<file path="src/hw/dtsc_params.svh">
// dtsc_params.svh: constants of the duplex terminal serial controller.
// assumes inclusion by bare name from every file that needs the command map.
`ifndef DTSC_PARAMS_SVH
`define DTSC_PARAMS_SVH

`define DTSC_CLK_HZ 100000000
`define DTSC_MOTOR_MS 600
`define DTSC_MOTOR_CYC ((`DTSC_MOTOR_MS) * (`DTSC_CLK_HZ / 1000))
`define DTSC_BIT_CYC 16
`define DTSC_HALF_CYC 8

// command index: io_addr[6:3]
`define DTSC_OP_SELECT 4'h0
`define DTSC_OP_SELECT_REG 4'h1
`define DTSC_OP_SENSE 4'h2
`define DTSC_OP_ZERO_OUT 4'h3
`define DTSC_OP_OUT_UNCOND 4'h4
`define DTSC_OP_WRITE_EMPTY 4'h5
`define DTSC_OP_IN_WORD 4'h6
`define DTSC_OP_IN_BYTE 4'h7
`define DTSC_OP_READ_WORD 4'h8
`define DTSC_OP_READ_BYTE 4'h9
`define DTSC_OP_BLOCK_OUT 4'hA
`define DTSC_OP_BLOCK_IN 4'hB

// function field: io_addr[2:0]
`define DTSC_FN_ECHO 3'h0
`define DTSC_FN_KEYBOARD 3'h1
`define DTSC_FN_STEP 3'h2
`define DTSC_FN_CONT 3'h3
`define DTSC_FN_INIT 3'h4
`define DTSC_FN_WORD_MASK 3'h5
`define DTSC_FN_EOB_MASK 3'h6
`define DTSC_FN_DISABLE 3'h7

`define DTSC_OPERAND_ONE 16'h0001
`define DTSC_OPERAND_DIAG 16'h0003

// irq_code values in priority order
`define DTSC_IRQ_IN_EOB 2'h0
`define DTSC_IRQ_OUT_EOB 2'h1
`define DTSC_IRQ_IN_WORD 2'h2
`define DTSC_IRQ_OUT_WORD 2'h3

`endif

</file>
<file path="src/hw/dtsc_pkg.sv">
// dtsc_pkg: types of the duplex terminal serial controller.
// assumes the controller keeps all its state in one packed struct.
package dtsc_pkg;

    typedef enum logic [1:0] {LN_IDLE, LN_START, LN_DATA, LN_STOP} dtsc_line_st_t;

    typedef struct packed {
        logic full_duplex;
        logic diag;
        logic echo_en;
        logic reader_run;
        logic reader_step;
        logic motor;
        logic rts;
        logic m_ow;
        logic m_oe;
        logic m_iw;
        logic m_ie;
        logic p_ow;
        logic p_oe;
        logic p_iw;
        logic p_ie;
        logic out_full;
        logic in_full;
        logic par_err;
        logic [7:0] out_buf;
        logic [7:0] in_buf;
        dtsc_line_st_t tx_st;
        dtsc_line_st_t rx_st;
        logic [9:0] tx_sh;
        logic [7:0] rx_sh;
        logic [3:0] tx_bit;
        logic [3:0] rx_bit;
        logic [15:0] tx_cnt;
        logic [15:0] rx_cnt;
        logic [31:0] hold;
        logic [15:0] rdata;
        logic retry;
        logic tx_line;
    } dtsc_state_t;

endpackage

</file>
<file path="src/hw/dtsc_ctrl.sv">
// dtsc_ctrl: serial terminal controller at device address 7.
// assumes processor commands arrive on a plain strobe port in core_clk.
`timescale 1ns/1ns
`include "dtsc_params.svh"

module dtsc_ctrl #(
    parameter int unsigned MOTOR_CYC = `DTSC_MOTOR_CYC
) (
    // clock and reset
    input wire logic core_clk,
    input wire logic sys_rst,
    // processor command port
    input wire logic [6:0] io_addr,
    input wire logic [15:0] io_wdata,
    input wire logic io_wr,
    input wire logic io_rd,
    output logic [15:0] io_rdata,
    output logic io_retry,
    // interrupts and count-exhausted acknowledges
    input wire logic eob_ack_out,
    input wire logic eob_ack_in,
    input wire logic irq_ack,
    output logic irq_req,
    output logic [1:0] irq_code,
    // terminal line and controls
    input wire logic rx_in,
    output logic tx_out,
    input wire logic cts_in,
    output logic rts_out,
    output logic motor_on,
    output logic reader_run,
    output logic reader_step,
    input wire logic reader_start_sw,
    input wire logic tape_out,
    // straps
    input wire logic parity_strap,
    input wire logic rs232_strap
);

    dtsc_pkg::dtsc_state_t s_ff;
    dtsc_pkg::dtsc_state_t nxt_s;
    logic [3:0] op;
    logic [2:0] fn;
    logic rx_line;
    logic busy;
    logic quiet;

    assign op = io_addr[6:3];
    assign fn = io_addr[2:0];
    assign rx_line = s_ff.diag ? s_ff.tx_line : rx_in;
    assign busy = s_ff.out_full || s_ff.tx_st != dtsc_pkg::LN_IDLE
        || s_ff.rx_st != dtsc_pkg::LN_IDLE;
    assign quiet = s_ff.hold == 32'h0000_0000;

    function automatic logic tick(input logic [15:0] cnt);
        tick = cnt == 16'(`DTSC_BIT_CYC - 1);
    endfunction

    // low byte from the buffer; high byte either cleared or kept
    function automatic logic [15:0] to_reg(input logic [7:0] b,
        input logic [15:0] r, input logic keep_hi);
        to_reg = {keep_hi ? r[15:8] : 8'h00, b};
    endfunction

    always_comb begin
        logic empty_ev;
        logic full_ev;
        logic is_init;
        empty_ev = 1'b0;
        full_ev = 1'b0;
        is_init = 1'b0;
        nxt_s = s_ff;
        nxt_s.reader_step = 1'b0;
        nxt_s.retry = 1'b0;
        nxt_s.rdata = 16'h0000;
        if (!quiet) begin
            nxt_s.hold = s_ff.hold - 32'h0000_0001;
        end

        // transmitter: start, eight data bits, stop
        case (s_ff.tx_st)
            dtsc_pkg::LN_IDLE: begin
                if (s_ff.out_full) begin
                    nxt_s.tx_sh = {1'b1, s_ff.out_buf, 1'b0};
                    nxt_s.out_full = 1'b0;
                    empty_ev = 1'b1;
                    nxt_s.tx_cnt = 16'h0000;
                    nxt_s.tx_bit = 4'h0;
                    nxt_s.tx_st = dtsc_pkg::LN_DATA;
                end
            end
            dtsc_pkg::LN_DATA: begin
                nxt_s.tx_cnt = s_ff.tx_cnt + 16'h0001;
                if (tick(s_ff.tx_cnt)) begin
                    nxt_s.tx_cnt = 16'h0000;
                    nxt_s.tx_sh = {1'b1, s_ff.tx_sh[9:1]};
                    nxt_s.tx_bit = s_ff.tx_bit + 4'h1;
                    if (s_ff.tx_bit == 4'h9) begin
                        nxt_s.tx_st = dtsc_pkg::LN_IDLE;
                    end
                end
            end
            default: nxt_s.tx_st = dtsc_pkg::LN_IDLE;
        endcase

        // receiver: mid-bit sampling from the start edge
        case (s_ff.rx_st)
            dtsc_pkg::LN_IDLE: begin
                nxt_s.rx_cnt = 16'h0000;
                if (!rx_line) begin
                    nxt_s.rx_st = dtsc_pkg::LN_START;
                end
            end
            dtsc_pkg::LN_START: begin
                nxt_s.rx_cnt = s_ff.rx_cnt + 16'h0001;
                if (s_ff.rx_cnt == 16'(`DTSC_HALF_CYC - 1)) begin
                    nxt_s.rx_cnt = 16'h0000;
                    nxt_s.rx_bit = 4'h0;
                    // a glitch shorter than half a bit is no start
                    nxt_s.rx_st = rx_line ? dtsc_pkg::LN_IDLE : dtsc_pkg::LN_DATA;
                end
            end
            dtsc_pkg::LN_DATA: begin
                nxt_s.rx_cnt = s_ff.rx_cnt + 16'h0001;
                if (tick(s_ff.rx_cnt)) begin
                    nxt_s.rx_cnt = 16'h0000;
                    nxt_s.rx_sh = {rx_line, s_ff.rx_sh[7:1]};
                    nxt_s.rx_bit = s_ff.rx_bit + 4'h1;
                    if (s_ff.rx_bit == 4'h7) begin
                        nxt_s.rx_st = dtsc_pkg::LN_STOP;
                    end
                end
            end
            dtsc_pkg::LN_STOP: begin
                nxt_s.rx_cnt = s_ff.rx_cnt + 16'h0001;
                if (tick(s_ff.rx_cnt)) begin
                    nxt_s.rx_st = dtsc_pkg::LN_IDLE;
                    nxt_s.in_buf = s_ff.rx_sh;
                    nxt_s.in_full = 1'b1;
                    full_ev = 1'b1;
                    // even parity carried in bit 7 when strapped
                    nxt_s.par_err = parity_strap && ^s_ff.rx_sh;
                    if (s_ff.echo_en && !nxt_s.out_full) begin
                        nxt_s.out_buf = s_ff.rx_sh;
                        nxt_s.out_full = 1'b1;
                    end
                end
            end
            default: nxt_s.rx_st = dtsc_pkg::LN_IDLE;
        endcase

        if (tape_out) begin
            nxt_s.reader_run = 1'b0;
        end

        if (io_wr) begin
            case (op)
                `DTSC_OP_SELECT: begin
                    case (fn)
                        `DTSC_FN_ECHO: nxt_s.echo_en = 1'b1;
                        `DTSC_FN_KEYBOARD: nxt_s.reader_run = 1'b0;
                        `DTSC_FN_STEP: nxt_s.reader_step = reader_start_sw;
                        `DTSC_FN_CONT: begin
                            nxt_s.reader_run = reader_start_sw;
                        end
                        `DTSC_FN_INIT: begin
                            is_init = 1'b1;
                            nxt_s.full_duplex = 1'b0;
                            nxt_s.diag = 1'b0;
                        end
                        `DTSC_FN_WORD_MASK: nxt_s.m_ow = 1'b1;
                        `DTSC_FN_EOB_MASK: nxt_s.m_oe = 1'b1;
                        `DTSC_FN_DISABLE: begin
                            nxt_s.m_ow = 1'b0;
                            nxt_s.m_oe = 1'b0;
                            nxt_s.p_ow = 1'b0;
                            nxt_s.p_oe = 1'b0;
                        end
                        default: ;
                    endcase
                end
                `DTSC_OP_SELECT_REG: begin
                    if (fn == `DTSC_FN_INIT && (io_wdata == `DTSC_OPERAND_ONE
                        || io_wdata == `DTSC_OPERAND_DIAG)) begin
                        is_init = 1'b1;
                        nxt_s.full_duplex = 1'b1;
                        nxt_s.diag = io_wdata == `DTSC_OPERAND_DIAG;
                    end
                    if (io_wdata == `DTSC_OPERAND_ONE) begin
                        case (fn)
                            `DTSC_FN_WORD_MASK: nxt_s.m_iw = 1'b1;
                            `DTSC_FN_EOB_MASK: nxt_s.m_ie = 1'b1;
                            `DTSC_FN_DISABLE: begin
                                nxt_s.m_iw = 1'b0;
                                nxt_s.m_ie = 1'b0;
                                nxt_s.p_iw = 1'b0;
                                nxt_s.p_ie = 1'b0;
                            end
                            default: ;
                        endcase
                    end
                end
                `DTSC_OP_ZERO_OUT: begin
                    // the same codes serve a modem line or a motor line
                    if (fn == `DTSC_FN_EOB_MASK) begin
                        if (rs232_strap) begin
                            nxt_s.rts = 1'b0;
                        end else begin
                            nxt_s.motor = 1'b1;
                            nxt_s.hold = MOTOR_CYC;
                        end
                    end else if (fn == `DTSC_FN_DISABLE) begin
                        if (rs232_strap) begin
                            nxt_s.rts = 1'b1;
                        end else begin
                            nxt_s.motor = 1'b0;
                        end
                    end
                end
                `DTSC_OP_OUT_UNCOND: begin
                    nxt_s.out_buf = io_wdata[7:0];
                    nxt_s.out_full = 1'b1;
                end
                `DTSC_OP_WRITE_EMPTY, `DTSC_OP_BLOCK_OUT: begin
                    if (s_ff.out_full) begin
                        nxt_s.retry = 1'b1;
                    end else begin
                        nxt_s.out_buf = io_wdata[7:0];
                        nxt_s.out_full = 1'b1;
                    end
                end
                default: ;
            endcase
        end

        if (is_init) begin
            // echo, reader, mask, pending and buffer flags clear; motor and rts keep their state; the line returns to marking
            nxt_s.echo_en = 1'b0;
            nxt_s.reader_run = 1'b0;
            {nxt_s.m_ow, nxt_s.m_oe, nxt_s.m_iw, nxt_s.m_ie} = 4'h0;
            {nxt_s.p_ow, nxt_s.p_oe, nxt_s.p_iw, nxt_s.p_ie} = 4'h0;
            nxt_s.out_full = 1'b0;
            nxt_s.in_full = 1'b0;
            nxt_s.par_err = 1'b0;
            nxt_s.tx_st = dtsc_pkg::LN_IDLE;
            nxt_s.tx_sh = 10'h3FF;
            nxt_s.rx_st = dtsc_pkg::LN_IDLE;
            empty_ev = 1'b0;
            full_ev = 1'b0;
        end

        if (io_rd) begin
            case (op)
                `DTSC_OP_SENSE: begin
                    case (fn)
                        3'h0: nxt_s.rdata[0] = s_ff.in_full;
                        3'h1: nxt_s.rdata[0] = !s_ff.out_full;
                        3'h2: nxt_s.rdata[0] = s_ff.m_ow;
                        3'h3: nxt_s.rdata[0] = !busy;
                        3'h4: nxt_s.rdata[0] = rs232_strap && cts_in;
                        3'h5: nxt_s.rdata[0] = s_ff.motor;
                        3'h6: nxt_s.rdata[0] = s_ff.par_err;
                        3'h7: nxt_s.rdata[0] = s_ff.full_duplex;
                        default: ;
                    endcase
                    // motor run-up mutes every sense answer
                    if (!quiet) begin
                        nxt_s.rdata[0] = 1'b0;
                    end
                end
                `DTSC_OP_IN_WORD, `DTSC_OP_IN_BYTE: begin
                    nxt_s.rdata = to_reg(s_ff.in_buf, io_wdata,
                        op == `DTSC_OP_IN_BYTE);
                    nxt_s.in_full = full_ev;
                end
                `DTSC_OP_READ_WORD, `DTSC_OP_READ_BYTE, `DTSC_OP_BLOCK_IN: begin
                    if (!s_ff.in_full) begin
                        nxt_s.retry = 1'b1;
                    end else begin
                        nxt_s.rdata = to_reg(s_ff.in_buf, io_wdata,
                            op == `DTSC_OP_READ_BYTE);
                        nxt_s.in_full = full_ev;
                    end
                end
                default: ;
            endcase
        end

        // acknowledge clears the served request; new events set after
        if (irq_ack && irq_req) begin
            case (irq_code)
                `DTSC_IRQ_IN_EOB: nxt_s.p_ie = 1'b0;
                `DTSC_IRQ_OUT_EOB: nxt_s.p_oe = 1'b0;
                `DTSC_IRQ_IN_WORD: nxt_s.p_iw = 1'b0;
                default: nxt_s.p_ow = 1'b0;
            endcase
        end
        if (empty_ev && nxt_s.m_ow) begin
            nxt_s.p_ow = 1'b1;
        end
        if (full_ev && nxt_s.m_iw) begin
            nxt_s.p_iw = 1'b1;
        end
        if (eob_ack_out && nxt_s.m_oe) begin
            nxt_s.p_oe = 1'b1;
        end
        if (eob_ack_in && nxt_s.m_ie) begin
            nxt_s.p_ie = 1'b1;
        end
        nxt_s.tx_line = nxt_s.tx_sh[0];
        if (nxt_s.tx_st == dtsc_pkg::LN_IDLE) begin
            nxt_s.tx_line = 1'b1;
        end
    end

    always_ff @(posedge core_clk or posedge sys_rst) begin
        if (sys_rst) begin
            s_ff <= '0;
            s_ff.motor <= 1'b1;
            s_ff.tx_line <= 1'b1;
            s_ff.tx_sh <= 10'h3FF;
        end else begin
            s_ff <= nxt_s;
        end
    end

    always_comb begin
        irq_req = quiet && (s_ff.p_ie || s_ff.p_oe || s_ff.p_iw || s_ff.p_ow);
        if (s_ff.p_ie) begin
            irq_code = `DTSC_IRQ_IN_EOB;
        end else if (s_ff.p_oe) begin
            irq_code = `DTSC_IRQ_OUT_EOB;
        end else if (s_ff.p_iw) begin
            irq_code = `DTSC_IRQ_IN_WORD;
        end else begin
            irq_code = `DTSC_IRQ_OUT_WORD;
        end
    end

    assign io_rdata = s_ff.rdata;
    assign io_retry = s_ff.retry;
    assign tx_out = s_ff.tx_line;
    assign rts_out = s_ff.rts;
    assign motor_on = s_ff.motor;
    assign reader_run = s_ff.reader_run;
    assign reader_step = s_ff.reader_step;
endmodule // dtsc_ctrl

</file>
<file path="config.mk">
export PLATFORM = sky130hd
export DESIGN_NAME = dtsc_ctrl
export DESIGN_NICKNAME = d
export VERILOG_FILES = /design/src/hw/dtsc_pkg.sv /design/src/hw/dtsc_ctrl.sv
export VERILOG_INCLUDE_DIRS = /design/src /design/src/hw
export SDC_FILE = /design/constraint.sdc
export NUM_CORES = 1
export LEC_CHECK = 0
export ABC_AREA = 1
export BUFFER_PORTS_ARGS = -buffer_cell sky130_fd_sc_hd__buf_2
export CAP_MARGIN = 20
export CORE_MARGIN = 3
export CORE_UTILIZATION = 55
export CTS_CLUSTER_DIAMETER = 50
export DETAILED_ROUTE_END_ITERATION = 8
export PLACE_DENSITY = 0.77
export SETUP_SLACK_MARGIN = 0.4
export SLEW_MARGIN = 15
export SYNTH_ARGS = -nofsm -noshare
export SYNTH_HDL_FRONTEND = slang
export SYNTH_SLANG_ARGS = --single-unit
</file>
<file path="constraint.sdc">
create_clock -name core_clk -period 4.7 [get_ports core_clk]
set_input_delay 0.705 -clock core_clk [delete_from_list [all_inputs] [get_ports core_clk]]
set_output_delay 0.705 -clock core_clk [all_outputs]
set_load 0.02 [all_outputs]
</file>
Word-level counts from Yosys, hierarchy flattened

Index checks and enable logic that the tools add are counted.

Input port bits: 36
Register bits after elaboration: 146
Output and inout port bits: 25

$add $sub $neg: 5
Multiplexer cells: 111
Eq/ne operators: 48
Reductions and logical operators: 55

Operator list:

| kind                  | number |
|---|---|
| $mux 32               | 5 |
| $mux 16               | 5 |
| $pmux 16 s4           | 1 |
| $mux 2                | 25 |
| $mux 8                | 5 |
| $mux 19               | 2 |
| $mux 1                | 37 |
| $add 16x1->16 const B | 2 |
| $eq 16x4->1 const B   | 2 |
| $logic_not 32->1      | 1 |
| $pmux 16 s2           | 1 |
| $sub 32x1->32 const B | 1 |
| $pmux 15 s2           | 1 |
| $mux 14               | 2 |
| $reduce_bool 2->1     | 11 |
| $ne 3x3->1 const B    | 7 |
| $eq 4x3->1 const B    | 5 |
| $eq 4x4->1 const B    | 5 |
| $mux 10               | 2 |
| $mux 4                | 5 |
| $ne 2x2->1 const B    | 10 |
| $pmux 10 s2           | 1 |
| $mux 17               | 1 |
| $eq 16x1->1 const B   | 1 |
| 33 further kinds      | 81 |

Depth between registers and ports, before layout

Gate-level depths: netlist (run 1).

Depth after elaboration: 14
Gate-level depth with buffers: 12

Worst setup path before layout (run 1)

OpenSTA, ideal clock, no wires.

Path kind: reg2out
Start: register s_ff[18] (netlist bit)
End: output irq_req
Setup slack: 2.753 ns
Arrival time: 1.242 ns
Cell stages (with the launch flop): 7
Data required time: 3.995 ns
Cell sequence: dfrtp_1 -> inv_1 -> ha_1 -> nand3_1 -> nor2_1 -> nand2_2 -> nor3_4

Longest elaborated chain between the ends: 2

RTL lines:

| what                   | RTL line         | text |
|---|---|---|
| from (decl)            | dtsc_ctrl.sv:40  | `dtsc_pkg::dtsc_state_t s_ff;` |
| from (signal assigned) | dtsc_ctrl.sv:323 | `s_ff <= nxt_s;` |
| $logic_not 32->1       | dtsc_ctrl.sv:53  | `assign quiet = s_ff.hold == 32'h0000_0000;` |
| $logic_and 1x1->1      | dtsc_ctrl.sv:328 | `irq_req = quiet && (s_ff.p_ie \|\| s_ff.p_oe \|\| s_ff.p_iw \|\| s_ff.p_ow);` |
| to (decl)              | dtsc_ctrl.sv:23  | `output logic irq_req,` |

No other way between the ends.

Worst setup path in the final report (run 1)

Ends and elaborated chain as after synthesis.

==> out/results.ini, run 1 <==
[run_status]
status = complete, no violations

[pwr]
powerDensity_nw_per_um2 = 392.6
p_leak_nw = 4.311
vdd_drop_max_mv = 0.2790
total_power_w = 0.003545

[timing]
slew-limit-headroom_pct = 45.65
setup_viol = 0
grt_setup_unrepaired = false
max_freq_mhz = 374.7
final-hold-violation-count = 0
finalMaxSlewViolations = 0
setup-tns-final_ns = 0
whs_ns = 0.4486
finalCriticalPeriod_ns = 2.669
worst_pin_slew_ns = 0.8152
fin_skew_ns = 0.007064
period_share_pct = 56.78

[cts]
cts.sinks = 146
cts_tree = yes
cts_buffer_depth = 2
insertion_delay_ns = 0.43
postCtsSetupRepairBufs = 0
cts_htree_levels = 4
cts-root-buf = clkbuf_16
clkTransAtPathRegs_ns = 0.06
ctsHoldBuffers = 0
cts-buffers-inserted = 17
cts_resized = 0

[grt]
antenna_found_initial = 0
gr-usage-all-layers_pct = 23.78
grt_max_degree = 147
grt_pass1_vias = 6507
grt_first_pass_wirelength_um = 30840
grt-ovfl-total = 0

[detailed_routing]
vias_per_cell = 5.371
drc = 0
drt.antenna.violating_nets = 0
dr.pass1.iters = 5
vias = 6751
drt_wl_total_um = 18380
dr.first_iter.drc_count = 488
wl_per_cell_um = 14.62

[critical_path]
slowest_stage = dfrtp_1
startpoint = s_ff[18]$_DFF_PP0_
cp-end-kind = primary output
path_cells = inv_1 -> ha_1 -> nand3_1 -> nor2_1 -> nand2_2 -> nor3_4 -> buf_2
critical_path.max_fanout = 5
crit_required_ns = 3.99
reg2reg_from = s_ff[111]$_DFF_PP0_
arrival_ns = 1.96
cpPeakStageDelay_ns = 0.35
path_class = reg -> out
worstSetupStartpointType = flip-flop

[cells_and_area]
area_growth_pct = 12.10
fillCellCount = 1228
drive_gt1_share_pct = 16.81
layout_commonest_cell = nand2_1
nNetsFinal = 1107
diodes = 0
final_cell_mix = nand2_1 (196), inv_1 (142), dfrtp_1 (134), nor2_1 (116), nand3_1 (76)
utilization_pct = 64.05

[min_path]
hold_path_class = in -> async

[synth]
synth.distinct_cells = 51
ys_ff_latch = 146
syn_area_per_cell_um2 = 7.958
ys_warn_count = 0
netlist_area_um2 = 8054
synth.largest_area_cell = dfrtp_1
syn-num-nets = 1055
synth_top_area_share_pct = 41.63
async_flop_share_pct = 100.0
yosysSeqAreaShare_pct = 45.55
netlist_instances = 1012
synth_area_leaders = dfrtp_1 (42%), nand2_1 (9.1%), inv_1 (6.7%)
synth_top_flop_cell = dfrtp_1
synth_edf_count = 0

[floorplanning]
fp-row-count = 43
coreArea_um2 = 14100
die_y_um = 127.0
die_w_um = 127.0
boundaryPins = 61
start_util_pct = 57.14
dieArea_um2 = 16130

[job]
max_cap_violations = 0

[placement]
dp_hpwl_um = 13070
io_buffers = 60
gp_congestion = 0.9295

[synth_stat cells (4+ instances only)]
cell type  count
o22ai_1        6
o21bai_1       4
a22oi_1        8
nor2_2        21
dfstp_2       12
nor2_1       116
dfrtp_1      134
inv_2         11
buf_4         17
nand3_2        6
a21oi_1       33
nor3_1        27
xnor2_1        7
nand3b_1       5
nor2_8         5
nand2_2       11
nand4_1       35
xor2_1        17
buf_2          5
o21ai_1        4
inv_1        143
a31oi_1        6
o21ai_0       52
nor2_4        10
nand3_1       76
ha_1           7
nand2_1      196
[critical path: cells and delay by family (launching register included)]
kind	cells	cell delay, ns
buffers and inverters	2	0.35
adders and majority gates	1	0.23
DFF	1	0.35
and+or+nand+nor	4	0.59
[per-stage QoR]
| stage | setup slack [ns] | std cells | area, µm² |
|---|---|---|---|
| floorplan | 2.172 | 1012 | 8058 |
| global placement | 2.357 | 1225 | 8406 |
| detailed placement | 2.245 | 1225 | 8406 |
| CTS | 2.012 | 1257 | 9029 |
| global route | 1.883 | 1257 | 9029 |
| finish | 2.031 | 1257 | 9029 |
[final cells by class]
cell class / instances / area, µm² / share of cell area (%)
tap: 180 / 225.2 / 2.494
multi-input combinational: 683 / 3603 / 39.91
timing repair buffer: 61 / 320.3 / 3.548
sequential: 146 / 3669 / 40.63
clock buffer: 21 / 470.5 / 5.211
clock inverter: 11 / 152.6 / 1.691
inverter: 155 / 588.1 / 6.513
[report_power, final]
part           leakage, nW  total (W)  internal [W]  switching [W]
Sequential            1.81    0.00157       0.00144       0.000130
Combinational         2.20   0.000556      0.000194       0.000362
Clock                0.296    0.00142      0.000879       0.000542
Total                 4.31    0.00354       0.00251        0.00103
[routing by layer]
layer  up-vias  GRT usage [%]  routed length, µm
met5         -              0                  0
met4         0          8.707                345
met3        38          5.435                782
met2       147          38.51               8706
met1      3194          31.50               8544
li1       3372              -                  -
[kinds of logic (layout without fill, tap and decap cells)]
kind of cell / Yosys count / after routing / share of synthesized area [%]
and+or+nand+nor: 527 / 527 / 32.16
AOI/OAI and AO/OA: 124 / 124 / 8.840
xor gates and xnor gates: 24 / 24 / 2.610
DFF: 146 / 146 / 45.55
buffers and inverters: 183 / 248 / 9.709
other: 1 / 1 / 0.04656
adders and majority gates: 7 / 7 / 1.087
[path summary, 6_finish.rpt]
| kind | slack (ns) | cells past startpoint | end |
|---|---|---|---|
| setup / recovery | 2.03 | 7 | irq_req |
| hold / removal | 0.45 | 3 | s_ff[25]$_DFF_PP0_ |
| setup reg to reg | 2.51 | 7 | tx_out$_DFF_PP1_ |
| hold reg to reg | 0.47 | 2 | s_ff[107]$_DFFE_PP1P_ |
| max in group asynchronous | 3.59 | 3 | s_ff[44]$_DFF_PP0_ |
| min in group core_clk | 0.47 | 2 | s_ff[107]$_DFFE_PP1P_ |
[sequential cells by signal, summed over array words and instances, names as in the netlist]
register     flops
reader_step      1
io_rdata        16
io_retry         1
motor_on         1
s_ff           124
reader_run       1
rts_out          1
tx_out           1
Note: power is estimated with default switching activity, not from simulation.
==> run 2: changes to the inputs <==
--- a/config.mk
+++ b/config.mk
@@ -6,14 +6,14 @@
 export SDC_FILE = /design/constraint.sdc
 export NUM_CORES = 1
 export LEC_CHECK = 0
-export ABC_AREA = 1
+export ABC_AREA = 0
 export BUFFER_PORTS_ARGS = -buffer_cell sky130_fd_sc_hd__buf_2
 export CAP_MARGIN = 20
 export CORE_MARGIN = 3
-export CORE_UTILIZATION = 55
+export CORE_UTILIZATION = 54
 export CTS_CLUSTER_DIAMETER = 50
 export DETAILED_ROUTE_END_ITERATION = 8
-export PLACE_DENSITY = 0.77
+export PLACE_DENSITY = 0.76
 export SETUP_SLACK_MARGIN = 0.4
 export SLEW_MARGIN = 15
 export SYNTH_ARGS = -nofsm -noshare
==> constraint.sdc (replaced) <==
create_clock -name core_clk -period 2.4 [get_ports core_clk]
set_input_delay 0.36 -clock core_clk [delete_from_list [all_inputs] [get_ports core_clk]]
set_output_delay 0.36 -clock core_clk [all_outputs]
set_load 0.02 [all_outputs]
==> run 2 against run 1 <==
Against the previous run:
- the run now ends with setup timing left
- clock power increased by 94%
- clock skew increased by 0.0020 ns
- highest routed layer is now met5
- combinational power increased to 3.3 times the previous value
- synthesized cell count decreased by 23%
- setup slack got worse by 2.2 ns
- register-to-register slack got worse by 2.7 ns
- critical path depth decreased by 2
- worst hold slack got worse by 0.41 ns
- largest power group unchanged
- utilization increased by 10 points
==> out/results.ini, run 2 <==
[run_status]
status = finished, violations left
violations = setup timing

[grt]
grt_pass1_vias = 6596
grt_max_degree = 46
grt-ovfl-total = 0
grt_first_pass_wirelength_um = 32710
gr-usage-all-layers_pct = 27.37
antenna_found_initial = 1

[critical_path]
path_cells = or4_4 -> or4_4 -> or4_4 -> or3_4 -> a21oi_2
arrival_ns = 2.90
slowest_stage = or4_4
cpMostUsedCell = or4_4
path_class = reg -> reg
cp-end-kind = flip-flop
worstSetupStartpointType = flip-flop
critical_path.max_fanout = 5
cpPeakStageDelay_ns = 0.56
crit_required_ns = 2.76

[cells_and_area]
diodes = 0
drive_gt1_share_pct = 35.08
final_cell_mix = dfrtp_1 (132), buf_2 (60), buf_4 (59), nor2_1 (56), nand2_1 (46)
layout_commonest_cell = dfrtp_1
top_register = s_ff
multi_input_area_um2 = 4255
largest_reg_flops = 124
fillCellCount = 858
nNetsFinal = 945
regArea_um2 = 3671
instances_no_fill = 1091
area_growth_pct = 33.31

[pwr]
p_leak_nw = 4.294
vdd_drop_max_mv = 0.8659
powerDensity_nw_per_um2 = 784.3

[synth]
synth_common_cells = dfrtp_1 (134), nor2_1 (72), nand2_1 (51)
synth-compound-area-share_pct = 11.29
synth_edf_count = 0
syn-num-nets = 821
netlist_area_um2 = 7493
yosysSeqAreaShare_pct = 48.96
synth_xor_area_share_pct = 4.792
synth_area_leaders = dfrtp_1 (45%), dfstp_2 (4.2%), nor2_1 (3.6%)
synth.largest_area_cell = dfrtp_1
async_flop_share_pct = 100.0
synth_top_flop_cell = dfrtp_1
netlist_instances = 778
synth.most_common_cell = dfrtp_1
synthAdderAreaFrac_pct = 1.169
synth.distinct_cells = 62
yosys-mux-area-fraction_pct = 4.291
synthSimpleGateAreaFrac_pct = 25.43
synth_top_area_share_pct = 44.75
ys_ff_latch = 146
syn_area_per_cell_um2 = 9.632
synth_top_family_by_area = simple AND/OR/NAND/NOR gates
ys_warn_count = 0

[floorplanning]
start_util_pct = 55.92
fp-row-count = 42
coreArea_um2 = 13400
dieArea_um2 = 15330
die_y_um = 123.8
die_w_um = 123.8
boundaryPins = 61

[timing]
final-hold-violation-count = 0
setup-tns-final_ns = -0.4194
finalCriticalPeriod_ns = 2.541
fin_skew_ns = 0.009017
finalMaxSlewViolations = 0
setup_viol = 4
setup_ws_ns = -0.1409
slew-limit-headroom_pct = 26.81
grt_setup_unrepaired = true
max_freq_mhz = 393.6
worst_pin_slew_ns = 1.086
period_share_pct = 105.9

[job]
max_cap_violations = 0

[cts]
cts_htree_levels = 4
insertion_delay_ns = 0.43
cts-root-buf = clkbuf_16
cts.sinks = 146
clkTransAtPathRegs_ns = 0.07
cts-buffers-inserted = 17
ctsHoldBuffers = 0
cts_tree = yes
cts_buffer_depth = 2

[min_path]
hold_path_class = in -> async

[placement]
place_inst = 1015
dp_hpwl_um = 13390
io_buffers = 60
gp_congestion = 0.8902

[detailed_routing]
drc = 0
vias = 6863
dr.pass1.iters = 5
drt.antenna.violating_nets = 0
wl_per_cell_um = 20.29
dr.first_iter.drc_count = 642
vias_per_cell = 6.291
drt_wl_total_um = 22130

-- run 2: changes by cell type after synthesis, moves of 16 or more --
cell      change
nand4_1      -16
nor2_1       -44
nor4_1       +26
clkbuf_1     +28
or4_1        +19
inv_1       -127
and3_1       +20
nand2_1     -145
or3_1        +18
nand3_1      -43
mux2_2       +17
nor2_2       -21
-- run 2: path summary, 6_finish.rpt --
check / from / endpoint / slack (ns) / cells past startpoint
max: s_ff[30]$_DFF_PP0_ / s_ff[39]$_DFF_PP0_ / -0.14 / 5
min: sys_rst / s_ff[111]$_DFF_PP0_ / 0.04 / 2
max reg2reg: s_ff[30]$_DFF_PP0_ / s_ff[39]$_DFF_PP0_ / -0.14 / 5
min reg2reg: s_ff[101]$_DFFE_PP1P_ / s_ff[101]$_DFFE_PP1P_ / 0.49 / 2
max in group asynchronous: sys_rst / motor_on$_DFFE_PP1P_ / 1.67 / 3
min in group core_clk: io_wdata[11] / io_rdata[11]$_DFF_PP0_ / 0.18 / 2
-- run 2: stage by stage --
stage	instance area, µm²	hold slack [ns]	setup slack [ns]	utilization [%]	total power, W
after floorplan	7697	0.4451	-0.05876	-	0.004040
after global placement	8356	0.4595	-0.06469	62.35	0.004384
after detailed placement	8356	0.4796	-0.1221	62.35	0.004475
after CTS	9540	0.04846	-0.1147	71.20	0.007485
after global routing	9990	0.06574	-0.2007	74.55	0.008147
final	9990	0.03524	-0.1409	74.55	0.007835
-- run 2: layout make-up --
cell class                      instances  area share, %
Clock buffer                           18          4.296
Clock inverter                         14          1.791
Inverter                               16         0.6388
Multi-Input combinational cell        570          42.60
Sequential cell                       146          36.75
Tap cell                              176          2.204
Timing Repair Buffer                  151          11.72
-- run 2: timing repair --
action                                  in CTS  in global routing
cloned                                       2                  3
buffers inserted                            19                 20
endpoints found under the setup margin      78                 98
pin swaps                                   41                 34
gates resized for setup                     91                 66
-- run 2: kinds of logic after synthesis --
logic type | Yosys count
XOR/XNOR | 41
adder cells (fa/ha/maj) | 7
other | 1
flip-flops | 146
AND/OR/NAND/NOR | 350
multiplexers | 30
AO/OA/AOI/OAI | 139
buffers and inverters | 64
-- run 2: metal layers --
metal | GRT usage, % | vias up | part of all wire [%]
li1 | - | 3078 | -
met1 | 35.08 | 3420 | 41
met2 | 46.37 | 294 | 51
met3 | 6.085 | 69 | 5.7
met4 | 8.443 | 2 | 2.7
met5 | 0 | - | 0.081
-- run 2: critical path: cells and delay by family, from the launching register on --
family | cells | cell delay (ns)
AO/OA/AOI/OAI | 1 | 0.13
flip-flops | 1 | 0.38
AND/OR/NAND/NOR | 4 | 1.95
-- run 2: power breakdown --
group	internal (W)	leakage [nW]	switching (W)
logic	0.000823	2.18	0.000983
registers	0.00285	1.82	0.000433
clock network	0.00165	0.288	0.00110
==> run 3: changes to the inputs <==
--- a/config.mk
+++ b/config.mk
@@ -9,7 +9,6 @@
 export ABC_AREA = 0
 export BUFFER_PORTS_ARGS = -buffer_cell sky130_fd_sc_hd__buf_2
 export CAP_MARGIN = 20
-export CORE_MARGIN = 3
 export CORE_UTILIZATION = 54
 export CTS_CLUSTER_DIAMETER = 50
 export DETAILED_ROUTE_END_ITERATION = 8
==> run 3 against run 2 <==
Against the previous run:
- the run still ends with setup timing left
- first-iteration DRC count fell by 7.8%
- critical path type unchanged
- sequential power is 2% lower
- utilization fell by 0.68 points
==> out/results.ini, run 3 (same netlist as run 2, synthesis figures left out) <==
[floorplanning]
die_w_um = 119.8
fp-row-count = 42
start_util_pct = 55.92
die_y_um = 119.8
boundaryPins = 61
coreArea_um2 = 13400
dieArea_um2 = 14350

[detailed_routing]
vias_per_cell = 6.228
drt_wl_total_um = 21610
dr.first_iter.drc_count = 592
vias = 6807
wl_met1_um = 8724
drc = 0
maxUsedRoutingLayer = met4
dr.pass1.iters = 5
met3_length_um = 1196
wl_per_cell_um = 19.77
wl_met2_um = 10910
drt.antenna.violating_nets = 0

[cts]
cts_buffer_depth = 2
cts_htree_levels = 4
cts.sinks = 146
cts-root-buf = clkbuf_16
insertion_delay_ns = 0.44
cts_tree = yes
ctsHoldBuffers = 0
clkTransAtPathRegs_ns = 0.06
cts-buffers-inserted = 17

[critical_path]
r2r_slack_ns = -0.16
arrival_ns = 2.86
critical_path.max_fanout = 4
startpoint = s_ff[32]$_DFF_PP0_
cpPeakStageDelay_ns = 0.55
slowest_stage = or4_4
path_cells = or4_4 -> or4_4 -> or4_4 -> o21ai_2 -> or3b_4
path_class = reg -> reg
worstSetupStartpointType = flip-flop
reg2reg_from = s_ff[32]$_DFF_PP0_
cp-end-kind = flip-flop
cpMostUsedCell = or4_4
reg2reg_to = s_ff[41]$_DFF_PP0_
worstSetupEndpoint = s_ff[41]$_DFF_PP0_
crit_required_ns = 2.70
r2r_cells = 5

[pwr]
p_leak_nw = 4.327
vdd_drop_max_mv = 0.7520
total_power_w = 0.007714
powerDensity_nw_per_um2 = 779.3

[job]
max_cap_violations = 0

[placement]
dp_slack_ns = -0.1048
gp_congestion = 0.9071
place_inst = 1011
dp_hpwl_um = 12850
io_buffers = 60

[timing]
slew-limit-headroom_pct = 33.51
finalCriticalPeriod_ns = 2.563
worst_pin_slew_ns = 0.9869
whs_ns = 0.1173
fin_skew_ns = 0.01963
max_freq_mhz = 390.2
finalMaxSlewViolations = 0
final-hold-violation-count = 0
setup_viol = 5
grt_setup_unrepaired = true
setup_ws_ns = -0.1629
setup-tns-final_ns = -0.5227
period_share_pct = 106.8

[run_status]
violations = setup timing
status = finished, violations left

[grt]
gr-usage-all-layers_pct = 29.93
grt_max_degree = 147
grt_pass1_vias = 6614
grt_first_pass_wirelength_um = 33310
grt-ovfl-total = 0
antenna_found_initial = 0

[min_path]
hold_path_class = in -> async

[cells_and_area]
final_cell_mix = dfrtp_1 (131), buf_4 (65), nor2_1 (60), buf_2 (60), nand2_1 (47)
drive_gt1_share_pct = 34.02
instances_no_fill = 1093
top_register = s_ff
largest_reg_flops = 124
fillCellCount = 878
layout_commonest_cell = dfrtp_1
area_growth_pct = 32.09
nNetsFinal = 947
diodes = 0

## run 3: worst min-delay path by stage
stage	start	endpoint	slack, ns	cells past startpoint
floorplan	s_ff[137]$_DFF_PP0_	s_ff[137]$_DFF_PP0_	0.45	2
global placement	s_ff[50]$_DFF_PP0_	s_ff[50]$_DFF_PP0_	0.47	1
detailed placement	s_ff[50]$_DFF_PP0_	s_ff[50]$_DFF_PP0_	0.48	1
CTS	io_wdata[11]	io_rdata[11]$_DFF_PP0_	0.16	2
global route	io_wdata[11]	io_rdata[11]$_DFF_PP0_	0.17	2
finish	sys_rst	io_rdata[12]$_DFF_PP0_	0.12	3
## run 3: per-stage QoR
step / cell area (µm²) / utilization [%]
finish: 9898 / 73.87
global route: 9898 / 73.87
CTS: 9527 / 71.09
detailed placement: 8313 / 62.04
global placement: 8313 / 62.04
floorplan: 7697 / -
## run 3: final cells by class
class,count,area (µm²),share of cell area [%]
clock buffer,21,450.4,4.551
sequential,146,3672,37.10
inverter,16,63.81,0.6447
timing repair buffer,154,1182,11.95
clock inverter,11,156.4,1.580
multi-input combinational,569,4153,41.95
tap,176,220.2,2.225
## run 3: worst max-delay path, delay by kind of cell (launching register included)
family	cells	cell delay, ns
AND/OR/NAND/NOR	4	1.93
flip-flops	1	0.38
AO/OA/AOI/OAI	1	0.12
## run 3: what timing repair did
action / 4_1_cts / 5_1_grt
setup buffers: 31 / 15
setup endpoints to repair: 81 / 95
cloned: 3 / 1
pin swaps: 40 / 36
resized for setup: 73 / 64
## run 3: where the power goes
group | switching, W | total (W) | internal (W)
Combinational | 0.000973 | 0.00176 | 0.000791
Clock | 0.00105 | 0.00272 | 0.00167
Sequential | 0.000383 | 0.00323 | 0.00285
Total | 0.00241 | 0.00771 | 0.00531
## run 3: metal layers
layer / vias to the layer above / global-route usage, %
met5: - / 0
met4: 0 / 12.66
met3: 70 / 6.511
met2: 282 / 49.60
met1: 3362 / 37.86
li1: 3093 / -
